$ cat src/logic/gesture_engine_defines.svh
// Register map, field layout, reset values and timing for the gesture configuration block
`ifndef GESTURE_ENGINE_DEFINES_SVH
`define GESTURE_ENGINE_DEFINES_SVH

`define ADDR_EXIT_PERS   8'h00
`define ADDR_WAIT_CFG    8'h04
`define ADDR_NORTH_OFS   8'h08
`define ADDR_CONTROL     8'h0C
`define ADDR_STATUS      8'h10

`define EXIT_PERS_MSB    1
`define EXIT_PERS_LSB    0
`define ENTER_ALWAYS_BIT 7
`define GAIN_MSB         6
`define GAIN_LSB         5
`define LED_MSB          4
`define LED_LSB          3
`define WAIT_MSB         2
`define WAIT_LSB         0
`define CTRL_EN_BIT      0
`define CTRL_THR_MSB     15
`define CTRL_THR_LSB     8

`define RST_EXIT_PERS    2'h0
`define RST_WAIT_CFG     8'h00
`define RST_NORTH_OFS    8'h00
`define RST_THRESHOLD    8'h00

`define RESP_OKAY        2'h0
`define RESP_SLVERR      2'h2

`define CLK_PERIOD_NS    20
`define WAIT_UNIT_US     2800
`define WAIT_UNIT_CYC    ((`WAIT_UNIT_US * 1000) / `CLK_PERIOD_NS)
`define LED_TAIL_NS      1330
`define LED_TAIL_CYC     ((`LED_TAIL_NS + `CLK_PERIOD_NS - 1) / `CLK_PERIOD_NS)

`endif

$ cat src/logic/gesture_engine_pkg.sv
// Types shared by the gesture configuration block
package gesture_engine_pkg;
    typedef enum logic [2:0] {
        ST_IDLE  = 3'b001,
        ST_CYCLE = 3'b010,
        ST_WAIT  = 3'b100
    } gest_state_t;
endpackage : gesture_engine_pkg

$ cat src/logic/gesture_wait_timer.sv
// Low-power wait timer between gesture detection cycles
`timescale 1ns/1ps
`include "gesture_engine_defines.svh"
module gesture_wait_timer #(
    parameter int unsigned UNIT_CYCLES = `WAIT_UNIT_CYC
) (
    // Clock and reset
    input  wire logic       aclk,
    input  wire logic       aresetn,
    // Control
    input  wire logic       start,
    input  wire logic [2:0] code,
    // Status
    output logic            busy,
    output logic            done
);
    logic [31:0] cnt_q;

    // All wait times are whole multiples of the 2.8 ms unit
    function automatic logic [3:0] wait_units(input logic [2:0] c);
        case (c)
            3'h0: wait_units = 4'h0;
            3'h1: wait_units = 4'h1;
            3'h2: wait_units = 4'h2;
            3'h3: wait_units = 4'h3;
            3'h4: wait_units = 4'h5;
            3'h5: wait_units = 4'h8;
            3'h6: wait_units = 4'hB;
            default: wait_units = 4'hE;
        endcase
    endfunction : wait_units

    always_ff @(posedge aclk) begin
        if (!aresetn) begin
            cnt_q <= 32'h0;
        end else if (start) begin
            cnt_q <= 32'(wait_units(code)) * 32'(UNIT_CYCLES);
        end else if (cnt_q != 32'h0) begin
            cnt_q <= cnt_q - 32'h1;
        end
    end

    assign busy = (cnt_q != 32'h0);
    // Code zero finishes in the start cycle; a stale count left from a disable must not end a new wait
    assign done = start ? (wait_units(code) == 4'h0) : (cnt_q == 32'h1);
endmodule : gesture_wait_timer

$ cat src/logic/gesture_engine_config.sv
// Gesture engine configuration, entry/exit control and AXI4-Lite register slave
// How it works
// Exit after persistence-selected consecutive gesture ends; count clears in ST_WAIT, so with a nonzero wait only persistence 0 exits
// Non-end cycle clears the end count
// Enter-always enters on any proximity result
// Otherwise enter only when threshold is met
// Gain field decodes to 1x/2x/4x/8x
// LED field decodes to 100/50/25/12.5%
// Wait field selects 0 to 39.2 ms
// Software sets wait time before enable
// LED stays on 1.33 us past integration
// North offset is sign and magnitude
//
// Implementation choices: the address map and the AXI4-Lite register port.
`timescale 1ns/1ps
`include "gesture_engine_defines.svh"
module gesture_engine_config #(
    parameter int unsigned WAIT_UNIT_CYCLES = `WAIT_UNIT_CYC
) (
    // Clock and reset
    input  wire logic              aclk,
    input  wire logic              aresetn,
    // AXI4-Lite write
    input  wire logic [7:0]        awaddr,
    input  wire logic              awvalid,
    output logic                   awready,
    input  wire logic [31:0]       wdata,
    input  wire logic [3:0]        wstrb,
    input  wire logic              wvalid,
    output logic                   wready,
    output logic [1:0]             bresp,
    output logic                   bvalid,
    input  wire logic              bready,
    // AXI4-Lite read
    input  wire logic [7:0]        araddr,
    input  wire logic              arvalid,
    output logic                   arready,
    output logic [31:0]            rdata,
    output logic [1:0]             rresp,
    output logic                   rvalid,
    input  wire logic              rready,
    // Engine inputs
    input  wire logic [7:0]        proximity_result,
    input  wire logic              prox_valid,
    input  wire logic              cycle_done,
    input  wire logic              gesture_end_det,
    input  wire logic              integration_active,
    // Engine outputs
    output logic                   in_gesture,
    output logic                   cycle_start,
    output logic                   wait_active,
    output logic                   led_on,
    output logic [3:0]             photodiode_gain,
    output logic [3:0]             led_drive_scale,
    output logic signed [7:0]      north_offset_factor
);
    gesture_engine_pkg::gest_state_t state_q;
    logic [1:0]  exit_persistence_q;
    logic [7:0]  wait_cfg_q, north_crosstalk_offset_q, proximity_entry_threshold_q, offset_q;
    logic        gesture_enable_q, cycle_start_q;
    logic [2:0]  end_cnt_q, end_cnt_d;
    logic [6:0]  led_tail_q;
    logic [3:0]  gain_q, led_scale_q;
    logic        aw_hold_q, w_hold_q, bvalid_q, rvalid_q;
    logic [7:0]  aw_addr_q;
    logic [31:0] w_data_q, rdata_q, rd_word;
    logic [3:0]  w_strb_q;
    logic [1:0]  bresp_q, rresp_q;
    logic        wr_fire, enter_ok, end_hit, exit_now;
    logic        timer_start, timer_busy, timer_done;
    logic        enter_always;
    logic [2:0]  cycle_wait_time;
    localparam logic [6:0] LED_TAIL = 7'(`LED_TAIL_CYC);
    function automatic logic addr_known(input logic [7:0] a);
        if (a == `ADDR_EXIT_PERS) begin
            addr_known = 1'b1;
        end else if (a == `ADDR_WAIT_CFG) begin
            addr_known = 1'b1;
        end else if (a == `ADDR_NORTH_OFS) begin
            addr_known = 1'b1;
        end else if (a == `ADDR_CONTROL) begin
            addr_known = 1'b1;
        end else if (a == `ADDR_STATUS) begin
            addr_known = 1'b1;
        end else begin
            addr_known = 1'b0;
        end
    endfunction : addr_known
    function automatic logic [2:0] exit_target(input logic [1:0] p);
        case (p)
            2'h0: exit_target = 3'h1;
            2'h1: exit_target = 3'h2;
            2'h2: exit_target = 3'h4;
            default: exit_target = 3'h7;
        endcase
    endfunction : exit_target
    function automatic logic [7:0] sm_to_tc(input logic [7:0] v);
        // Negative zero maps to plain zero
        sm_to_tc = v[7] ? 8'(-{1'b0, v[6:0]}) : {1'b0, v[6:0]};
    endfunction : sm_to_tc
    assign enter_always    = wait_cfg_q[`ENTER_ALWAYS_BIT];
    assign cycle_wait_time = wait_cfg_q[`WAIT_MSB:`WAIT_LSB];
    // AXI write channel: address and data taken in either order
    assign awready = !aw_hold_q && !bvalid_q;
    assign wready  = !w_hold_q && !bvalid_q;
    assign wr_fire = aw_hold_q && w_hold_q && !bvalid_q;
    assign bvalid  = bvalid_q;
    assign bresp   = bresp_q;
    always_ff @(posedge aclk) begin
        if (!aresetn) begin
            aw_hold_q <= 1'b0;
            aw_addr_q <= 8'h00;
            w_hold_q  <= 1'b0;
            w_data_q  <= 32'h0;
            w_strb_q  <= 4'h0;
        end else begin
            if (awvalid && awready) begin
                aw_hold_q <= 1'b1;
                aw_addr_q <= awaddr;
            end else if (wr_fire) begin
                aw_hold_q <= 1'b0;
            end
            if (wvalid && wready) begin
                w_hold_q <= 1'b1;
                w_data_q <= wdata;
                w_strb_q <= wstrb;
            end else if (wr_fire) begin
                w_hold_q <= 1'b0;
            end
        end
    end

    always_ff @(posedge aclk) begin
        if (!aresetn) begin
            bvalid_q <= 1'b0;
            bresp_q  <= `RESP_OKAY;
        end else if (wr_fire) begin
            bvalid_q <= 1'b1;
            bresp_q  <= addr_known(aw_addr_q) ? `RESP_OKAY : `RESP_SLVERR;
        end else if (bready) begin
            bvalid_q <= 1'b0;
        end
    end
    // Register writes; the status word ignores writes
    always_ff @(posedge aclk) begin
        if (!aresetn) begin
            exit_persistence_q          <= `RST_EXIT_PERS;
            wait_cfg_q                  <= `RST_WAIT_CFG;
            north_crosstalk_offset_q    <= `RST_NORTH_OFS;
            gesture_enable_q            <= 1'b0;
            proximity_entry_threshold_q <= `RST_THRESHOLD;
        end else if (wr_fire) begin
            if (aw_addr_q == `ADDR_EXIT_PERS) begin
                if (w_strb_q[0]) begin
                    exit_persistence_q <= w_data_q[`EXIT_PERS_MSB:`EXIT_PERS_LSB];
                end
            end else if (aw_addr_q == `ADDR_WAIT_CFG) begin
                if (w_strb_q[0]) begin
                    wait_cfg_q <= w_data_q[7:0];
                end
            end else if (aw_addr_q == `ADDR_NORTH_OFS) begin
                if (w_strb_q[0]) begin
                    north_crosstalk_offset_q <= w_data_q[7:0];
                end
            end else if (aw_addr_q == `ADDR_CONTROL) begin
                if (w_strb_q[0]) begin
                    gesture_enable_q <= w_data_q[`CTRL_EN_BIT];
                end
                if (w_strb_q[1]) begin
                    proximity_entry_threshold_q <= w_data_q[`CTRL_THR_MSB:`CTRL_THR_LSB];
                end
            end
        end
    end
    // AXI read channel, one cycle latency
    assign arready = !rvalid_q;
    assign rvalid  = rvalid_q;
    assign rdata   = rdata_q;
    assign rresp   = rresp_q;
    always_comb begin
        rd_word = 32'h0;
        if (araddr == `ADDR_EXIT_PERS) begin
            rd_word[`EXIT_PERS_MSB:`EXIT_PERS_LSB] = exit_persistence_q;
        end else if (araddr == `ADDR_WAIT_CFG) begin
            rd_word[7:0] = wait_cfg_q;
        end else if (araddr == `ADDR_NORTH_OFS) begin
            rd_word[7:0] = north_crosstalk_offset_q;
        end else if (araddr == `ADDR_CONTROL) begin
            rd_word[`CTRL_EN_BIT] = gesture_enable_q;
            rd_word[`CTRL_THR_MSB:`CTRL_THR_LSB] = proximity_entry_threshold_q;
        end else if (araddr == `ADDR_STATUS) begin
            rd_word[2:0] = state_q;
            rd_word[6:4] = end_cnt_q;
            rd_word[7]   = timer_busy;
            rd_word[8]   = led_on;
        end
    end
    always_ff @(posedge aclk) begin
        if (!aresetn) begin
            rvalid_q <= 1'b0;
            rdata_q  <= 32'h0;
            rresp_q  <= `RESP_OKAY;
        end else if (arvalid && arready) begin
            rvalid_q <= 1'b1;
            rdata_q  <= rd_word;
            rresp_q  <= addr_known(araddr) ? `RESP_OKAY : `RESP_SLVERR;
        end else if (rready) begin
            rvalid_q <= 1'b0;
        end
    end
    assign enter_ok = gesture_enable_q && prox_valid
                   && (enter_always
                   || proximity_result >= proximity_entry_threshold_q);
    assign end_hit   = cycle_done && gesture_end_det;
    assign end_cnt_d = (end_cnt_q == 3'h7) ? end_cnt_q : end_cnt_q + 3'h1;
    assign exit_now  = end_hit && (end_cnt_d >= exit_target(exit_persistence_q));
    assign timer_start = (state_q == gesture_engine_pkg::ST_CYCLE) && cycle_done && !exit_now;
    always_ff @(posedge aclk) begin
        if (!aresetn || !gesture_enable_q) begin
            state_q       <= gesture_engine_pkg::ST_IDLE;
            cycle_start_q <= 1'b0;
        end else begin
            cycle_start_q <= 1'b0;
            case (state_q)
                gesture_engine_pkg::ST_IDLE: begin
                    if (enter_ok) begin
                        state_q       <= gesture_engine_pkg::ST_CYCLE;
                        cycle_start_q <= 1'b1;
                    end
                end
                gesture_engine_pkg::ST_CYCLE: begin
                    if (exit_now) begin
                        state_q <= gesture_engine_pkg::ST_IDLE;
                    end else if (timer_start && timer_done) begin
                        cycle_start_q <= 1'b1;
                    end else if (timer_start) begin
                        state_q <= gesture_engine_pkg::ST_WAIT;
                    end
                end
                gesture_engine_pkg::ST_WAIT: begin
                    if (timer_done) begin
                        state_q       <= gesture_engine_pkg::ST_CYCLE;
                        cycle_start_q <= 1'b1;
                    end
                end
                default: begin
                    state_q <= gesture_engine_pkg::ST_IDLE;
                end
            endcase
        end
    end
    // Consecutive gesture-end counter
    always_ff @(posedge aclk) begin
        if (!aresetn || state_q != gesture_engine_pkg::ST_CYCLE) begin
            end_cnt_q <= 3'h0;
        end else if (exit_now) begin
            end_cnt_q <= 3'h0;
        end else if (end_hit) begin
            end_cnt_q <= end_cnt_d;
        end else if (cycle_done) begin
            end_cnt_q <= 3'h0;
        end
    end
    // Wait time is sampled at each wait start, so a late change only affects later cycles
    gesture_wait_timer #(
        .UNIT_CYCLES (WAIT_UNIT_CYCLES)
    ) u_wait (
        .aclk    (aclk),
        .aresetn (aresetn),
        .start   (timer_start),
        .code    (cycle_wait_time),
        .busy    (timer_busy),
        .done    (timer_done)
    );
    // LED tail past the integration window
    always_ff @(posedge aclk) begin
        if (!aresetn) begin
            led_tail_q <= 7'h0;
        end else if (integration_active) begin
            led_tail_q <= LED_TAIL;
        end else if (led_tail_q != 7'h0) begin
            led_tail_q <= led_tail_q - 7'h1;
        end
    end
    always_ff @(posedge aclk) begin
        if (!aresetn) begin
            gain_q      <= 4'h1;
            led_scale_q <= 4'h8;
            offset_q    <= 8'h00;
        end else begin
            gain_q      <= 4'h1 << wait_cfg_q[`GAIN_MSB:`GAIN_LSB];
            led_scale_q <= 4'h8 >> wait_cfg_q[`LED_MSB:`LED_LSB];
            offset_q    <= sm_to_tc(north_crosstalk_offset_q);
        end
    end
    assign in_gesture          = (state_q != gesture_engine_pkg::ST_IDLE);
    assign cycle_start         = cycle_start_q;
    assign wait_active         = (state_q == gesture_engine_pkg::ST_WAIT);
    assign led_on              = (led_tail_q != 7'h0);
    assign photodiode_gain     = gain_q;
    assign led_drive_scale     = led_scale_q;
    assign north_offset_factor = offset_q;
endmodule : gesture_engine_config

$ cat config.mk
export PLATFORM = sky130hd
export DESIGN_NAME = gesture_engine_config
export DESIGN_NICKNAME = d
export VERILOG_FILES = /design/src/logic/gesture_engine_pkg.sv /design/src/logic/gesture_wait_timer.sv /design/src/logic/gesture_engine_config.sv
export VERILOG_INCLUDE_DIRS = /design/src /design/src/logic
export SDC_FILE = /design/constraint.sdc
export NUM_CORES = 1
export LEC_CHECK = 0
export ABC_AREA = 1
export BUFFER_PORTS_ARGS = -buffer_cell sky130_fd_sc_hd__buf_2
export CORE_MARGIN = 10
export CORE_UTILIZATION = 55
export DETAILED_ROUTE_END_ITERATION = 16
export HOLD_SLACK_MARGIN = 0.08
export PLACE_DENSITY = 0.76
export SETUP_SLACK_MARGIN = 0.02
export SLEW_MARGIN = 10
export SYNTH_ARGS = -nofsm -noshare
export SYNTH_HDL_FRONTEND = slang
export SYNTH_SLANG_ARGS = --single-unit
export TNS_END_PERCENT = 20
$ cat constraint.sdc
create_clock -name aclk -period 3.9 [get_ports aclk]
set_input_delay 0.78 -clock aclk [delete_from_list [all_inputs] [get_ports aclk]]
set_output_delay 0.78 -clock aclk [all_outputs]
set_load 0.05 [all_outputs]
==> results.md <==
* Post-synthesis sequential area ratio at 0.381
* Core area at 12700 µm²
* PortBufs at 95
* Initial antenna violation count at 0
* Power per cell area at 647 nW/µm²
* Rows at 41
* Die ar. at 18100 µm²
* Skew final at 0.00852 ns
* Internal power at 3.18 mW
* Depth of the most critical reg-to-reg path at 15
* Final period utilization at 0.772
* First-pass GRT wire length at 30.1 mm
* Setup Fix Bufs, Post-CTS at 0
* WHS Endpoint: aw_addr_q[7]$_SDFFE_PN0P_
* Clock slew at reported path FFs at 0.06 ns
* Non-filler cells, final at 1282
* Footprint of the multi-input gates at 3840 µm²
* Longest Clk Path Bufs at 2
* Cells after DPL at 1252
* Number of fill cells at 1191
* HP Class: register to register
* Ys Warns at 0
* Post-synthesis area per instance at 7.13 µm²
* FF/Latch Area at 2740 µm²
* Vias/cell at 5.13
* Switch share at 0.403
* Lkg Pwr at 3.93 nW
* Hpwl dp at 13.9 mm
* Largest net degree at the start of global routing at 50
* Area grow syn2layout at 14.6%
* Setup ws final at 0.889 ns
* Placed Instance Area at 7700 µm²
* Root Driver: clkbuf_16
* Power consumption at 5.34 mW
* #FFs+latches synth at 137
* IO Pins at 132
* CP Launch Type: register
* Setup TNS after final layout at 0 ns
* Routed WL per cell at 14.4 µm
* Final Hold Fails at 0
* R2r endpoint: u_wait.cnt_q[14]$_SDFFE_PN0P_
* CTS Hold Bufs at 0
* ANT cells at 0
* Ys async rst share at 0
* Grt total ovfl at 0
* Fraction of final layout cells sized beyond drive strength 1 at 0.173
* GPL Wtd Cong at 0.921
* Clk pwr share at 0.280
* Vias in the first global route at 6363
* RSZ-0062 raised after global routing: false
* Critical path data arrival time at 3.37 ns
* Hold path start: aw_addr_q[7]$_SDFFE_PN0P_
* Die width at 134 µm
* Seq pwr share at 0.329
* Max-cap viol count at 0
* Post_cts resized at 0
* Initial DRT Pass Iterations at 5
* DRC viols at 0
* Final setup fails at 0
* CTS sink cnt at 137
* Comb pwr share at 0.391
* WHS at 0.440 ns
* Antenna-violating nets left at 0
* Routed vias at 6582
* Reg2Reg Setup Slack at 0.89 ns
* Hold depth at 2
* Critical Path RT at 4.26 ns
* Initial Utilization at 0.566
* Library cells used by synthesis at 46
* Crit path time final at 3.01 ns
* Post-synthesis cell area at 7200 µm²
* GRT Overall Usage at 0.205
* Max-slew headroom at 0.443
* R2r startpoint: wait_cfg_q[1]$_SDFFE_PN0P_
* CTS buffer count at 17
* Endpoint class of the critical path: register
* Final slew viol count at 0
* Crit Path Class: register to register
* Total Wirelength at 18.4 mm
* Fin nets at 1202
* Final instance area at 8250 µm²
* Most used DFF post-synth: dfxtp_1
* DP Worst Slack at 0.936 ns
* Highest Clock Rate at 332 MHz
* Post-Syn Instances at 1009
* Peak VDD IR at 0.385 mV
* Iter 0 DRT Violations at 329
* Status: finished, final reports clean
* Slew @ Worst Pin at 0.831 ns
* CTS tree: built
* Die Ht at 134 µm
* Util after Layout at 0.649
* NetSw at 2.15 mW
* CTS H-tree depth at 4
* Clk Latency, worst-skew pair at 0.43 ns
* Number of synthesized flops with an enable pin at 0
* Top fanout value on the critical path at 12
sequential cells by signal, indices dropped and copies added, names as in the netlist:
register,count
gesture_enable_q,1
proximity_entry_threshold_q,8
bvalid,1
w_data_q,16
led_tail_q,7
aw_addr_q,8
u_wait.cnt_q,32
cycle_start,1
north_offset_factor,8
north_crosstalk_offset_q,8
rresp,1
led_drive_scale,4
end_cnt_q,3
w_hold_q,1
wait_cfg_q,8
aw_hold_q,1
rvalid,1
rdata,16
photodiode_gain,4
bresp,1
state_q,3
w_strb_q,2
exit_persistence_q,2
kinds of logic (layout without fill, tap and decap cells):
| logic type | after synthesis | count (layout) | synth area share |
|---|---|---|---|
| compound gates | 171 | 171 | 0.127 |
| xor+xnor | 19 | 19 | 0.0231 |
| fa+ha+maj | 32 | 32 | 0.0577 |
| buf+inv | 153 | 237 | 0.0947 |
| flops | 137 | 137 | 0.381 |
| mux | 1 | 1 | 0.00156 |
| other cells | 1 | 18 | 0.000521 |
| simple gates | 495 | 495 | 0.315 |
critical path, cell delays in order (launching register included):
cell and delay (ns):
dfxtp_1 0.56, nand2_1 0.19, inv_1 0.16, nor2_1 0.10
ha_1 0.18, or2_2 0.30, fa_1 0.36, ha_1 0.31
nand2_1 0.05, o21ai_0 0.21, nand2_1 0.08, nand2_1 0.10
nand2_1 0.06, nand2_1 0.07, nand3_1 0.08, a21oi_1 0.15
power by group through the flow:
stage,registers (mW),clock network (mW),logic [mW]
2_1_floorplan,1.75,0,1.76
3_5_place_dp,1.78,0,2.07
5_1_grt,1.78,1.57,2.36
4_1_cts,1.75,1.51,2.08
3_3_place_gp,1.77,0,2.03
6_report,1.76,1.49,2.09
cells in the final DEF (no fill, tap or decap), types with 15 or more instances in the layout:
cell,synthesis,final
buf_2,6,95
inv_1,98,98
ha_1,30,30
o21ai_0,66,66
nand3_1,50,50
nand2_1,190,190
conb_1,1,18
nor2_1,158,158
nand4_1,15,15
clkbuf_16,0,17
nor2_2,15,15
a21oi_1,85,85
nor3_1,27,27
dfxtp_1,137,137
worst max-delay path by stage:
stage / from / slack, ns / endpoint
2_1_floorplan: wait_cfg_q[1]$_SDFFE_PN0P_ / 1.35 / u_wait.cnt_q[14]$_SDFFE_PN0P_
3_3_place_gp: wait_cfg_q[1]$_SDFFE_PN0P_ / 0.98 / u_wait.cnt_q[14]$_SDFFE_PN0P_
3_5_place_dp: wait_cfg_q[1]$_SDFFE_PN0P_ / 0.94 / u_wait.cnt_q[14]$_SDFFE_PN0P_
4_1_cts: wait_cfg_q[1]$_SDFFE_PN0P_ / 0.92 / u_wait.cnt_q[14]$_SDFFE_PN0P_
5_1_grt: wait_cfg_q[1]$_SDFFE_PN0P_ / 0.65 / u_wait.cnt_q[14]$_SDFFE_PN0P_
6_report: wait_cfg_q[1]$_SDFFE_PN0P_ / 0.89 / u_wait.cnt_q[14]$_SDFFE_PN0P_
layout make-up:
type / instances / share of cell area
clock inverter: 11 / 0.0124
tap: 172 / 0.0261
multi-input combinational: 736 / 0.465
timing repair buffer: 98 / 0.0604
sequential: 137 / 0.332
inverter: 109 / 0.0499
clock buffer: 19 / 0.0537
per-layer routing:
metal | track usage | up-vias | share of wire
met2 | 0.353 | 165 | 0.49
met4 | 0.0780 | 0 | 0.021
met1 | 0.239 | 2978 | 0.43
met3 | 0.0489 | 27 | 0.055
met5 | 0 | - | 0
li1 | - | 3412 | -
synthesized netlist by cell type (all sizes together), types with 4 or more instances:
cell type	n	area share
o21ai	67	0.047
ha	30	0.052
buf	29	0.030
clkbuf	15	0.0078
a21oi	91	0.066
nand4	15	0.013
nand3	56	0.044
nor2	181	0.11
o211ai	4	0.0042
xor2	8	0.0097
dfxtp	137	0.38
nand2	205	0.11
inv	107	0.056
nor3	27	0.019
xnor2	11	0.013
nand3b	4	0.0042
or2	4	0.0035
(Power assumes the default switching activity.)
